[src/logic/ftp_pkg.sv]
// Package for the fuse trim programming block: register map, field
// layout, keys, field codes and timing counts.
// Assumes a single 125 MHz clock; the top, the checker and the bench import it whole.
package ftp_pkg;

  // ----------------------------------------------------------------
  // Clock and timing
  // ----------------------------------------------------------------
  localparam int CLK_MHZ = 125;
  // Least high-level pulse width that blows a fuse, in microseconds
  localparam int FUSE_BLOW_TIME_US = 100;
  // Least time as a count of whole clock cycles
  localparam int FUSE_BLOW_CYCLES = FUSE_BLOW_TIME_US * CLK_MHZ;

  // ----------------------------------------------------------------
  // Bit fields
  // ----------------------------------------------------------------
  localparam int FIELD_W = 6;
  localparam int FUSE_W = FIELD_W + 1; // Trim field plus lock fuse
  localparam int LOCK_BIT = 3;
  localparam logic [FIELD_W-1:0] FIELD_MAX = 6'h3f;
  localparam logic [FIELD_W-1:0] TRY_START = 6'h01;
  localparam logic [FIELD_W-1:0] ONEHOT_FIRST = 6'h01;
  // Fixed switch hysteresis in operate point steps, not trimmable
  localparam logic [7:0] SWITCH_HYSTERESIS = 8'h04;

  // ----------------------------------------------------------------
  // Register keys, mode key and check codes
  // ----------------------------------------------------------------
  localparam logic [3:0] KEY_TRIM_UP = 4'h0;
  localparam logic [3:0] KEY_TRIM_DOWN = 4'h1;
  localparam logic [3:0] KEY_LOCK_CHECK = 4'h7;
  localparam logic [3:0] KEY_BLOW_MODE = 4'h9;
  localparam logic [3:0] COUNT_MAX = 4'hf;
  localparam logic [FIELD_W-1:0] CODE_CHECK_LOW = 6'h07;
  localparam logic [FIELD_W-1:0] CODE_CHECK_HIGH = 6'h0f;

  // ----------------------------------------------------------------
  // Sequence stages
  // ----------------------------------------------------------------
  typedef enum logic [1:0] {
    ST_SELECT = 2'b00,
    ST_TRY = 2'b01,
    ST_BLOW = 2'b10,
    ST_DONE = 2'b11
  } ftp_stage_t;

  // ----------------------------------------------------------------
  // Avalon-MM register map (byte addresses)
  // ----------------------------------------------------------------
  localparam logic [3:0] ADDR_STATUS = 4'h0;
  localparam logic [3:0] ADDR_TRIM = 4'h4;
  localparam logic [3:0] ADDR_CONTROL = 4'h8;
  localparam int CTRL_PULSE_EN_BIT = 0;
  localparam logic [31:0] CONTROL_RESET = 32'h0000_0001;
  // Status layout
  localparam int ST_STAGE_LSB = 0;
  localparam int ST_KEY_LSB = 4;
  localparam int ST_COUNT_LSB = 8;
  localparam int ST_CODE_LSB = 16;
  localparam int ST_LOCK_BIT = 24;
  localparam int ST_BOOST_BIT = 25;
  // Trim layout
  localparam int TR_FUSE_LSB = 0;
  localparam int TR_OPERATE_LSB = 8;
  localparam int TR_ONEHOT_LSB = 16;

endpackage : ftp_pkg

[src/logic/ftp_pulse_rx.sv]
// Pulse receiver: turns the sampled supply-level detector outputs
// into falling-edge events and measures the high-level pulse width.
// Assumes both level inputs are already synchronous to the clock.
`timescale 1ns/1ps
`default_nettype none
module ftp_pulse_rx #(
  parameter int BLOW_CYCLES = ftp_pkg::FUSE_BLOW_CYCLES
) (
  input wire logic clk_i,
  input wire logic srst_i,
  input wire logic mid_level_i,
  input wire logic high_level_i,
  output logic mid_fall_o,
  output logic high_fall_o,
  output logic high_long_o
);
  localparam int CW = $clog2(BLOW_CYCLES + 1);
  localparam logic [CW-1:0] WIDTH_TARGET = CW'(BLOW_CYCLES);

  logic mid_q_reg;
  logic high_q_reg;
  logic [CW-1:0] width_reg;
  logic [CW-1:0] width_next;

  // ----------------------------------------------------------------
  // Edges and width
  // ----------------------------------------------------------------
  // Counter saturates so a very long blow pulse still reads as long
  assign width_next = !high_level_i ? '0 :
                      (width_reg == WIDTH_TARGET) ? width_reg :
                      width_reg + CW'(1);
  assign mid_fall_o = mid_q_reg & ~mid_level_i;
  assign high_fall_o = high_q_reg & ~high_level_i;
  assign high_long_o = (width_reg == WIDTH_TARGET);

  // Previous levels and running width
  always_ff @(posedge clk_i) begin
    if (srst_i) begin
      mid_q_reg <= 1'b0;
      high_q_reg <= 1'b0;
      width_reg <= '0;
    end else begin
      mid_q_reg <= mid_level_i;
      high_q_reg <= high_level_i;
      width_reg <= width_next;
    end
  end
endmodule : ftp_pulse_rx
`default_nettype wire

[src/logic/ftp_fuse_bank.sv]
// Fuse bank: the trim field fuses and the lock fuse.
// Assumes the supply reset never reaches it; only the manufacturing
// clear (a virgin die) gives it its unblown value.
`timescale 1ns/1ps
`default_nettype none
module ftp_fuse_bank #(
  parameter int WIDTH = ftp_pkg::FUSE_W
) (
  input wire logic clk_i,
  input wire logic mfg_clear_i,
  input wire logic blow_i,
  input wire logic [WIDTH-1:0] blow_bits_i,
  output logic [WIDTH-1:0] fuse_o
);
  logic [WIDTH-1:0] fuse_reg;

  // ----------------------------------------------------------------
  // Storage
  // ----------------------------------------------------------------
  // Blowing only ORs bits in; nothing but a virgin clear drops one
  always_ff @(posedge clk_i) begin
    if (mfg_clear_i) begin
      fuse_reg <= '0;
    end else if (blow_i) begin
      fuse_reg <= fuse_reg | blow_bits_i;
    end
  end

  assign fuse_o = fuse_reg;
endmodule : ftp_fuse_bank
`default_nettype wire

[src/logic/ftp_trim_prog.sv]
// Fuse trim programming logic of a two-wire switch, seen from inside.
// Assumes supply-level detectors deliver mid- and high-level pulse
// levels synchronous to REF_CLK_I, and SRST_I models supply cycling.
//
// Decided for this implementation: the Avalon-MM interface to the registers and the address map.
`timescale 1ns/1ps
`default_nettype none
module ftp_trim_prog #(
  parameter int BLOW_CYCLES = ftp_pkg::FUSE_BLOW_CYCLES
) (
  input wire logic REF_CLK_I,
  input wire logic SRST_I,
  input wire logic MFG_CLEAR_I,
  input wire logic MID_LEVEL_PULSE_I,
  input wire logic HIGH_LEVEL_PULSE_I,
  input wire logic [ftp_pkg::FUSE_W-1:0] FUSE_WEAK_BLOWN_I,
  input wire logic [ftp_pkg::FUSE_W-1:0] FUSE_WEAK_INTACT_I,
  input wire logic [3:0] AVS_ADDRESS_I,
  input wire logic AVS_READ_I,
  input wire logic AVS_WRITE_I,
  input wire logic [31:0] AVS_WRITEDATA_I,
  input wire logic [3:0] AVS_BYTEENABLE_I,
  output logic [31:0] AVS_READDATA_O,
  output logic AVS_WAITREQUEST_O,
  output logic [ftp_pkg::FIELD_W-1:0] OPERATE_POINT_O,
  output logic [7:0] RELEASE_POINT_O,
  output logic SUPPLY_BOOST_O,
  output logic LOCKED_O
);
  import ftp_pkg::*;

  // ----------------------------------------------------------------
  // Declarations
  // ----------------------------------------------------------------
  ftp_stage_t stage_reg;
  ftp_stage_t stage_next;
  logic [3:0] key_reg;
  logic [3:0] key_next;
  logic [3:0] count_reg;
  logic [3:0] count_next;
  logic [FIELD_W-1:0] code_reg;
  logic [FIELD_W-1:0] code_next;
  logic [FIELD_W-1:0] onehot_reg;
  logic [FIELD_W-1:0] onehot_next;
  logic boost_reg;
  logic [FIELD_W-1:0] operate_reg;
  logic [7:0] release_reg;
  logic [31:0] control_reg;
  logic [31:0] rdata_reg;
  logic ack_reg;

  logic mid_fall_raw;
  logic high_fall_raw;
  logic high_long;
  logic pulse_en;
  logic mid_fall;
  logic high_fall;
  logic [FUSE_W-1:0] fuse;
  logic [FIELD_W-1:0] trim_fuse;
  logic locked;
  logic key_is_trim;
  logic key_is_lock;
  logic select_ok;
  logic enter_blow;
  logic onehot_valid;
  logic blow_ok;
  logic [FUSE_W-1:0] blow_bits;
  logic [FIELD_W-1:0] try_field;
  logic [FIELD_W-1:0] operate_next;
  logic [7:0] release_next;
  logic check_low;
  logic check_high;
  logic marginal;
  logic [3:0] count_inc;
  logic [FIELD_W-1:0] code_inc;
  logic [FIELD_W-1:0] onehot_shift;
  logic bus_req;
  logic sel_status;
  logic sel_trim;
  logic sel_control;
  logic [31:0] status_word;
  logic [31:0] trim_word;
  logic [31:0] rdata_next;
  logic [31:0] control_next;
  logic [31:0] be_mask;

  // ----------------------------------------------------------------
  // Pulse receiver and fuse bank
  // ----------------------------------------------------------------
  ftp_pulse_rx #(
    .BLOW_CYCLES(BLOW_CYCLES)
  ) u_pulse_rx (
    .clk_i(REF_CLK_I),
    .srst_i(SRST_I),
    .mid_level_i(MID_LEVEL_PULSE_I),
    .high_level_i(HIGH_LEVEL_PULSE_I),
    .mid_fall_o(mid_fall_raw),
    .high_fall_o(high_fall_raw),
    .high_long_o(high_long)
  );

  ftp_fuse_bank #(
    .WIDTH(FUSE_W)
  ) u_fuse_bank (
    .clk_i(REF_CLK_I),
    .mfg_clear_i(MFG_CLEAR_I),
    .blow_i(blow_ok),
    .blow_bits_i(blow_bits),
    .fuse_o(fuse)
  );

  // ----------------------------------------------------------------
  // Pulse decode
  // ----------------------------------------------------------------
  // Software can mute the pulse path, e.g. while the test rig settles
  assign pulse_en = control_reg[CTRL_PULSE_EN_BIT];
  assign mid_fall = mid_fall_raw & pulse_en;
  assign high_fall = high_fall_raw & pulse_en;
  assign trim_fuse = fuse[FIELD_W-1:0];
  assign locked = fuse[FIELD_W];
  assign key_is_trim = (key_reg == KEY_TRIM_UP) ||
                       (key_reg == KEY_TRIM_DOWN);
  assign key_is_lock = (key_reg == KEY_LOCK_CHECK);
  assign count_inc = (count_reg == COUNT_MAX) ? count_reg :
                     count_reg + 4'h1;
  assign code_inc = (code_reg == FIELD_MAX) ? code_reg :
                    code_reg + 6'h01;
  assign onehot_shift = (onehot_reg == '0) ? ONEHOT_FIRST :
                        {onehot_reg[FIELD_W-2:0], 1'b0};
  assign onehot_valid = (onehot_reg != '0);

  // Once locked, only the check key may be selected
  assign select_ok = !locked || (count_reg == KEY_LOCK_CHECK);
  // Mode key: exactly nine mid pulses, then a high pulse
  assign enter_blow = high_fall && (count_reg == KEY_BLOW_MODE) &&
                      !locked && (key_is_trim || key_is_lock);

  // ----------------------------------------------------------------
  // Blow request
  // ----------------------------------------------------------------
  // Lock key can only set its own bit; trim keys set one field bit
  assign blow_bits = key_is_lock ?
                     {onehot_reg[LOCK_BIT], {FIELD_W{1'b0}}} :
                     {1'b0, onehot_reg};
  assign blow_ok = (stage_reg == ST_BLOW) && high_fall && high_long &&
                   onehot_valid && !locked &&
                   (blow_bits != '0);

  // ----------------------------------------------------------------
  // Sequence state machine
  // ----------------------------------------------------------------
  always_comb begin
    stage_next = stage_reg;
    key_next = key_reg;
    count_next = count_reg;
    code_next = code_reg;
    onehot_next = onehot_reg;
    unique case (stage_reg)
      ST_SELECT: begin
        if (mid_fall) begin
          count_next = count_inc;
        end else if (high_fall) begin
          count_next = '0;
          if (select_ok) begin
            key_next = count_reg;
            code_next = TRY_START;
            stage_next = ST_TRY;
          end
        end
      end
      ST_TRY: begin
        if (mid_fall) begin
          count_next = count_inc;
          code_next = code_inc;
        end else if (enter_blow) begin
          count_next = '0;
          onehot_next = '0;
          stage_next = ST_BLOW;
        end else if (high_fall) begin
          count_next = '0;
        end
      end
      ST_BLOW: begin
        if (mid_fall) begin
          onehot_next = onehot_shift;
        end else if (high_fall) begin
          stage_next = ST_DONE;
        end
      end
      ST_DONE: begin
        stage_next = ST_DONE;
      end
    endcase
  end

  // Sequence registers; SRST_I stands for a supply cycle
  always_ff @(posedge REF_CLK_I) begin
    if (SRST_I) begin
      stage_reg <= ST_SELECT;
      key_reg <= '0;
      count_reg <= '0;
      code_reg <= '0;
      onehot_reg <= '0;
    end else begin
      stage_reg <= stage_next;
      key_reg <= key_next;
      count_reg <= count_next;
      code_reg <= code_next;
      onehot_reg <= onehot_next;
    end
  end

  // ----------------------------------------------------------------
  // Operate and release points
  // ----------------------------------------------------------------
  // Try value lives only until the next supply cycle; fuses are ORed
  assign try_field = (stage_reg != ST_TRY || !key_is_trim) ? '0 :
                     (key_reg == KEY_TRIM_DOWN) ? ~code_reg :
                     code_reg;
  assign operate_next = trim_fuse | try_field;
  // Hysteresis is a constant; no field reaches it
  assign release_next = {2'b00, operate_next} - SWITCH_HYSTERESIS;

  // ----------------------------------------------------------------
  // Fuse integrity check
  // ----------------------------------------------------------------
  assign check_low = (stage_reg == ST_TRY) && key_is_lock &&
                     (code_reg == CODE_CHECK_LOW);
  assign check_high = (stage_reg == ST_TRY) && key_is_lock &&
                      (code_reg == CODE_CHECK_HIGH);
  assign marginal = (check_high && |(FUSE_WEAK_BLOWN_I & fuse)) ||
                    (check_low && |(FUSE_WEAK_INTACT_I & ~fuse));

  // Output points and current boost
  always_ff @(posedge REF_CLK_I) begin
    if (SRST_I) begin
      operate_reg <= '0;
      // Keeps the fixed offset even on the reset edge
      release_reg <= 8'h00 - SWITCH_HYSTERESIS;
      boost_reg <= 1'b0;
    end else begin
      operate_reg <= operate_next;
      release_reg <= release_next;
      boost_reg <= marginal;
    end
  end

  assign OPERATE_POINT_O = operate_reg;
  assign RELEASE_POINT_O = release_reg;
  assign SUPPLY_BOOST_O = boost_reg;
  assign LOCKED_O = locked;

  // ----------------------------------------------------------------
  // Avalon-MM slave
  // ----------------------------------------------------------------
  // One wait cycle per access; read data are registered for timing
  assign bus_req = AVS_READ_I | AVS_WRITE_I;
  assign AVS_WAITREQUEST_O = bus_req & ~ack_reg;
  assign sel_status = (AVS_ADDRESS_I == ADDR_STATUS);
  assign sel_trim = (AVS_ADDRESS_I == ADDR_TRIM);
  assign sel_control = (AVS_ADDRESS_I == ADDR_CONTROL);
  assign be_mask = {{8{AVS_BYTEENABLE_I[3]}}, {8{AVS_BYTEENABLE_I[2]}},
                    {8{AVS_BYTEENABLE_I[1]}}, {8{AVS_BYTEENABLE_I[0]}}};

  assign status_word = {6'h00, boost_reg, locked, 2'b00, code_reg,
                        4'h0, count_reg, key_reg,
                        2'b00, stage_reg};
  assign trim_word = {10'h000, onehot_reg, 2'b00, operate_reg,
                      1'b0, fuse};
  // Unmapped addresses read as zero and ignore writes
  assign rdata_next = sel_status ? status_word :
                      sel_trim ? trim_word :
                      sel_control ? control_reg : 32'h0000_0000;
  assign control_next = (control_reg & ~be_mask) |
                        (AVS_WRITEDATA_I & be_mask);

  // Handshake and read data
  always_ff @(posedge REF_CLK_I) begin
    if (SRST_I) begin
      ack_reg <= 1'b0;
      rdata_reg <= '0;
    end else begin
      ack_reg <= bus_req & ~ack_reg;
      if (AVS_READ_I && !ack_reg) begin
        rdata_reg <= rdata_next;
      end
    end
  end

  // Control register
  always_ff @(posedge REF_CLK_I) begin
    if (SRST_I) begin
      control_reg <= CONTROL_RESET;
    end else if (AVS_WRITE_I && ack_reg && sel_control) begin
      control_reg <= control_next & CONTROL_RESET;
    end
  end

  assign AVS_READDATA_O = rdata_reg;
endmodule : ftp_trim_prog
`default_nettype wire

[config.mk]
export PLATFORM = sky130hd
export DESIGN_NAME = ftp_trim_prog
export DESIGN_NICKNAME = d
export VERILOG_FILES = /design/src/logic/ftp_pkg.sv /design/src/logic/ftp_pulse_rx.sv /design/src/logic/ftp_fuse_bank.sv /design/src/logic/ftp_trim_prog.sv
export SDC_FILE = /design/constraint.sdc
export NUM_CORES = 1
export LEC_CHECK = 0
export BUFFER_PORTS_ARGS = -buffer_cell sky130_fd_sc_hd__buf_2
export CAP_MARGIN = 20
export CORE_MARGIN = 8
export CORE_UTILIZATION = 52
export DETAILED_ROUTE_END_ITERATION = 10
export GPL_TIMING_DRIVEN = 0
export PLACE_DENSITY_LB_ADDON = 0.25
export SKIP_CTS_REPAIR_TIMING = 1
export SLEW_MARGIN = 40
export SYNTH_ARGS = -nofsm -noshare
export SYNTH_HDL_FRONTEND = slang
export SYNTH_SLANG_ARGS = --single-unit
[constraint.sdc]
create_clock -name REF_CLK_I -period 1.96 [get_ports REF_CLK_I]
set_input_delay 0.196 -clock REF_CLK_I [delete_from_list [all_inputs] [get_ports REF_CLK_I]]
set_output_delay 0.196 -clock REF_CLK_I [all_outputs]
set_load 0.02 [all_outputs]
# [Yosys cells after proc, flatten, opt, wreduce, memory -nomap -nowiden]
# Index checks and enable logic that the tools add are counted.
[totals] register_bits=94 inputBits=61 word_cells=134
[classes] n_addsub=4 n_eq_ne=25 n_mux=31 n_bitwise=20 reduce_logical=39
[op_table] operator="6-bit two-way mux" count=11
[op_table] operator="26-bit two-way mux" count=1
[op_table] operator="6-bit case mux with 2 select lines" count=2
[op_table] operator="22-bit two-way mux" count=1
[op_table] operator="4-bit two-way mux" count=5
[op_table] operator="2-bit != test (second input constant)" count=10
[op_table] operator="1-bit logical AND" count=16
[op_table] operator="14-bit by 1-bit adder with 14-bit output (second input constant)" count=1
[op_table] operator="7-bit bitwise AND" count=2
[op_table] operator="14-bit == test (second input constant)" count=1
[op_table] operator="2-bit two-way mux" count=7
[op_table] operator="7-bit OR reduction" count=2
[op_table] operator="4-bit by 3-bit == test with 1-bit output (second input constant)" count=3
[op_table] operator="4-bit == test (second input constant)" count=3
[op_table] operator="4-bit zero test" count=2
[op_table] operator="2-bit case mux with 4 select lines" count=1
[op_table] operator="4-bit case mux with 2 select lines" count=1
[op_table] operator="4-bit AND reduction" count=2
[op_table] operator="1-bit bitwise AND" count=7
[op_table] operator="7-bit two-way mux" count=1
[op_table] operator="7-bit NOT" count=1
[op_table] operator="7-bit bitwise OR" count=1
[op_table] operator="7-bit AND reduction" count=1
[op_table] operator="7-bit nonzero test" count=1
[op_table] operator="23 further kinds" count=36

# [Logic depth before layout (Yosys ltp)]
[depth] depth_word=9 ltp_mapped=8 depth_no_buf=6

# [Cells and area by module]
# From an unflattened synthesis, not the netlist that was laid out.
[hier_totals] hier_cells=400 area_unflattened_um2=3651.0
[by_module_without_submodules] module="ftp_trim_prog" n_inst=1 cells_each=293 area_per_inst_um2=2715.1 seq_area_each_um2=1161.1
[by_module_without_submodules] module="ftp_pulse_rx" n_inst=1 cells_each=86 area_per_inst_um2=734.5 seq_area_each_um2=320.3
[by_module_without_submodules] module="ftp_fuse_bank" n_inst=1 cells_each=21 area_per_inst_um2=201.4 seq_area_each_um2=140.1

# [Least setup slack after synthesis]
# Ideal clock, no wire load.
[synth_timing] kind="flip-flop to flip-flop" start="register key_reg[0]" end="register release_reg[4] (netlist: RELEASE_POINT_O[4])" setup_time_ns=0.126 arrival_time_ns=1.602 t_required_ns=1.834 setup_slack_ns=0.232 path_stages_with_launch=8 path_buffers=1 synth_period_minus_slack_ns=1.728 path_cell_list="dfxtp_1 clkbuf_1 nor4b_4 xor2_1 a21oi_1 ha_1 nor2b_1 mux2i_1"
[synth_between] elab_chain_len=7 elab_cells_between_ends=9 classes_between="add/sub: 1; eq/ne: 1; mux: 2; bitwise: 1; reduce/logical: 4"
[synth_rtl] element="start: declaration" line_no="ftp_trim_prog.sv:37" source="logic [3:0] key_reg;"
[synth_rtl] element="start signal: assignment" line_no="ftp_trim_prog.sv:206" source="key_reg <= key_next;"
[synth_rtl] element="4-bit by 1-bit == test with 1-bit output or 4-bit zero test (tied branches)" line_no="ftp_trim_prog.sv:122, ftp_trim_prog.sv:218, ftp_trim_prog.sv:121"
[synth_rtl] element="1-bit logical OR" line_no="ftp_trim_prog.sv:121" source="assign key_is_trim = (key_reg == KEY_TRIM_UP) ||"
[synth_rtl] element="1-bit zero test" line_no="ftp_trim_prog.sv:217" source="assign try_field = (stage_reg != ST_TRY || !key_is_trim) ? '0 :"
[synth_rtl] element="1-bit logical OR" line_no="ftp_trim_prog.sv:217"
[synth_rtl] element="6-bit two-way mux (*)" line_no="ftp_trim_prog.sv:217"
[synth_rtl] element="6-bit bitwise OR (*)" line_no="ftp_trim_prog.sv:220" source="assign operate_next = trim_fuse | try_field;"
[synth_rtl] element="6-bit by 3-bit subtractor with 7-bit output (*)" line_no="ftp_trim_prog.sv:222" source="assign release_next = {2'b00, operate_next} - SWITCH_HYSTERESIS;"
[synth_rtl] element="end signal: assignment" line_no="ftp_trim_prog.sv:239" source="release_reg <= 8'h00 - SWITCH_HYSTERESIS;"
[synth_rtl] element="end signal: assignment" line_no="ftp_trim_prog.sv:243" source="release_reg <= release_next;"
[synth_rtl] element="end: declaration" line_no="ftp_trim_prog.sv:47" source="logic [7:0] release_reg;"
# Every way passes the cells marked *; elsewhere a longest branch is shown, timed or not.
# A chain may end at the register's enable or synchronous reset.

# [Final worst setup path]
# Same ends and word-level chain as after synthesis.

==> results.rst <==
.. list-table::
   :header-rows: 1

   * - Metric
     - Value
   * - Number of different library cells in the post-synthesis netlist
     - 58
   * - Combinational family with the most area after synthesis
     - simple AND/OR/NAND/NOR gates
   * - Leakage component of the power
     - 1.80 nW
   * - Sum of internal, switching and leakage power
     - roughly 0.0031 W
   * - Simple-gate area share of the yosys netlist
     - 0.244
   * - Routed WL
     - 11,000 um
   * - Gate count of the mapped netlist
     - 435
   * - Post-synth EDFFs
     - 0
   * - Antenna cells
     - 0
   * - Net Sw Frac
     - 0.259
   * - Maximum clock rate
     - ~0.54 GHz
   * - CP Max Fanout
     - 7
   * - Cell-internal power
     - 0.00233 W
   * - Register share of total power
     - 0.531
   * - Antenna-violating nets left
     - 0
   * - Placed wire-length estimate after detailed placement
     - 8070 um
   * - Std-Cell Core Area
     - 7180 um2
   * - Number of input and output port buffers inserted
     - 65
   * - Vias per cell
     - 5.86
   * - Post-route clock period utilization
     - 0.943
   * - Category of the worst setup path capture point
     - flip-flop
   * - Met1 Use GR
     - 0.270
   * - Io pins
     - 110
   * - Most frequent cells in the layout
     - sky130_fd_sc_hd__dfxtp_1 (77), sky130_fd_sc_hd__buf_2 (68), sky130_fd_sc_hd__nor2_1 (52)
   * - Die Height
     - 102 um
   * - Outcome
     - completed
   * - Average instance area after synthesis
     - 8.75 um2
   * - XOR/XNOR share of the synthesized area
     - 0.0322
   * - Most used routing layer in global routing
     - met2
   * - Number of setup violations in the final report
     - 0
   * - Number of synthesized register bits
     - 81
   * - Number of global-route vias before repair
     - between 3,000 and 4,000
   * - Complex-gate fraction of the synthesized area
     - 0.182
   * - Hold Worst Slack
     - roughly 80 ps
   * - Overall overflow remaining after global route
     - 0
   * - Proportion of synthesized area in mux cells
     - 0.0214
   * - Pin count of the biggest net entering global routing
     - 16
   * - Count of nets after finishing
     - roughly 590
   * - Least-Margin Pin Slew
     - 671 ps
   * - Pwr dens
     - 689 nW/um2
   * - Count of pins over their slew limit
     - 0
   * - Global placer's final weighted congestion
     - 0.890
   * - TritonCTS clock tree
     - built
   * - Top cells by area, synth
     - sky130_fd_sc_hd__dfxtp_1 (43%), sky130_fd_sc_hd__nor2_1 (5.1%), sky130_fd_sc_hd__a21oi_1 (4.1%), sky130_fd_sc_hd__a222oi_1 (3.7%), sky130_fd_sc_hd__nand2_1 (2.7%)
   * - Cell Area, Synth
     - 3810 um2
   * - CP required
     - 2260 ps
   * - Fraction of layout instances using a drive strength above 1
     - 0.243
   * - Filler-free cell count of the finished design
     - 625
   * - Fraction of the yosys area taken by sequential cells
     - 0.426
   * - Total number of vias
     - 3,665
   * - Combinational share of power
     - 0.067
   * - Clock share of power
     - 0.402
   * - Number of hold violations in the final report
     - 0
   * - Num rows
     - 31
   * - Clock Path Buffers
     - 2
   * - Adder-Cell Fraction of Synth Area
     - 0.0197
   * - Clock tree skew after final layout
     - 12.9 ps
   * - Category of the worst setup path launch point
     - flip-flop
   * - Clock latency at the later pin of the worst-skew pair
     - 360 ps
   * - Min Tclk post-route
     - between 1500 and 2000 ps
   * - Wire length of the first global-routing pass
     - 17,600 um
   * - Type of the worst min-delay path
     - in2reg
   * - Clock-pin transition on the worst setup and hold timing paths
     - 100 ps
   * - Number of sinks driven by the clock tree
     - 81
   * - Pre-antenna DRT Iters
     - 5
   * - Total GRT Usage
     - 0.216
   * - Final core occ
     - 0.636
   * - Top flip-flop cell by instance count after synthesis
     - sky130_fd_sc_hd__dfxtp_1
   * - Top cell type by total area after synthesis
     - sky130_fd_sc_hd__dfxtp_1
   * - Slew Limit Headroom
     - 0.548
   * - DRC violation total after the first TritonRoute iteration
     - between 300 and 400
   * - Setup TNS after final layout
     - 0 ps
   * - Die width
     - ~100 um
   * - Average wire length per cell after detail routing
     - 17.6 um
   * - Arrival time at the worst endpoint
     - 2150 ps
   * - Clock root buffer
     - sky130_fd_sc_hd__clkbuf_8
   * - Sw Pwr
     - 0.000814 W
   * - Area Growth Syn to Fin
     - 19.8%
   * - Synth warn
     - 0
   * - Async S/R FF share, synth
     - 0
   * - Clock buffers created by TritonCTS
     - 9
   * - Critical setup path kind
     - reg2reg
   * - Met3 Track Usage GR
     - 0.0557
   * - Final routed DRC violation total
     - 0
   * - Number of max-cap violations
     - 0
   * - Maximum VDD drop
     - approximately 0.38 mV
   * - Starting density of the core
     - 0.531
   * - GR Layer Usage met2
     - 0.351
   * - Most common cell after layout, fill and taps aside
     - sky130_fd_sc_hd__dfxtp_1
   * - Share of the synthesized area in the top cell type
     - 0.426
   * - Area of the die
     - 10,300 um2
   * - Maximum level of the CTS H-tree
     - 3
   * - Placed insts
     - slightly above 600
   * - Max FFs per register
     - 22
   * - Initial antenna violation count
     - 0
## power groups by stage
stage	clock, W	sequential (W)	combinational, W
3_3_place_gp	0	0.00171	0.000199
5_1_grt	0.00134	0.00167	0.000230
4_1_cts	0.00127	0.00167	0.000205
3_5_place_dp	0	0.00171	0.000203
6_report	0.00126	0.00167	0.000210
2_1_floorplan	0	0.00170	0.000131
## critical path, cell delays in order, from the launching register on
cell,delay [ps]
sky130_fd_sc_hd__dfxtp_1,510
sky130_fd_sc_hd__nor4b_4,410
sky130_fd_sc_hd__xor2_1,240
sky130_fd_sc_hd__a21oi_2,110
sky130_fd_sc_hd__ha_1,250
sky130_fd_sc_hd__nor2b_1,140
sky130_fd_sc_hd__mux2i_1,150
## area by class of cell
| class | instances | area [um2] |
|---|---|---|
| Tap cell | 99 | 124 |
| Buffer | 39 | 221 |
| Inverter | 16 | 60.1 |
| Fill cell | 629 | 2610 |
| Timing Repair Buffer | 69 | 355 |
| Multi-Input combinational cell | 305 | 1970 |
| Clock inverter | 7 | 77.6 |
| Clock buffer | 9 | 124 |
| Sequential cell | 81 | 1630 |
## through the flow
step           instance area [um2]  setup WS, ps
2_1_floorplan                 3840           232
3_3_place_gp                  4290         -34.1
3_5_place_dp                  4290          -142
4_1_cts                       4490          -176
5_1_grt                       4560         -17.6
6_report                      4560           112
## metal layers
| metal | part of all wire | vias to the layer above |
|---|---|---|
| met5 | 0 | - |
| met4 | 0.011 | 0 |
| met3 | 0.094 | 11 |
| met2 | 0.46 | 175 |
| met1 | 0.44 | 1739 |
| li1 | - | 1740 |
## cell usage after synthesis (all sizes together), types with 3 or more instances
master	count
dfxtp	81
nor2	52
a21oi	31
nand2	27
buf	22
clkbuf	20
inv	16
nand4	16
a222oi	14
or3	14
nand3	13
o21ai	10
a22oi	8
nor2b	8
nor4	8
mux2i	7
o211ai	7
xnor2	7
xor2	7
ha	6
nor3	6
a41oi	5
nand2b	5
a211oi	3
a221oi	3
a31oi	3
and3	3
and3b	3
nand3b	3
nor4b	3
## cell families after synthesis
family / Yosys count
muxes: 8
and+or+nand+nor: 170
AOI/OAI and AO/OA: 97
DFF: 81
buffers and inverters: 58
xor gates and xnor gates: 14
adders and majority gates: 6
other: 1
## worst paths after layout
check | from | cells past startpoint | slack [ps] | to
worst min-delay path | AVS_WRITEDATA_I[0] | 3 | 80 | flip-flop
worst max-delay path | key_reg[0] | 6 | 110 | RELEASE_POINT_O[4]
worst min register to register | AVS_READDATA_O[0] | 2 | 480 | AVS_READDATA_O[0]
worst max register to register | key_reg[0] | 6 | 110 | RELEASE_POINT_O[4]
No activity file was read; power rests on OpenSTA's default activity.
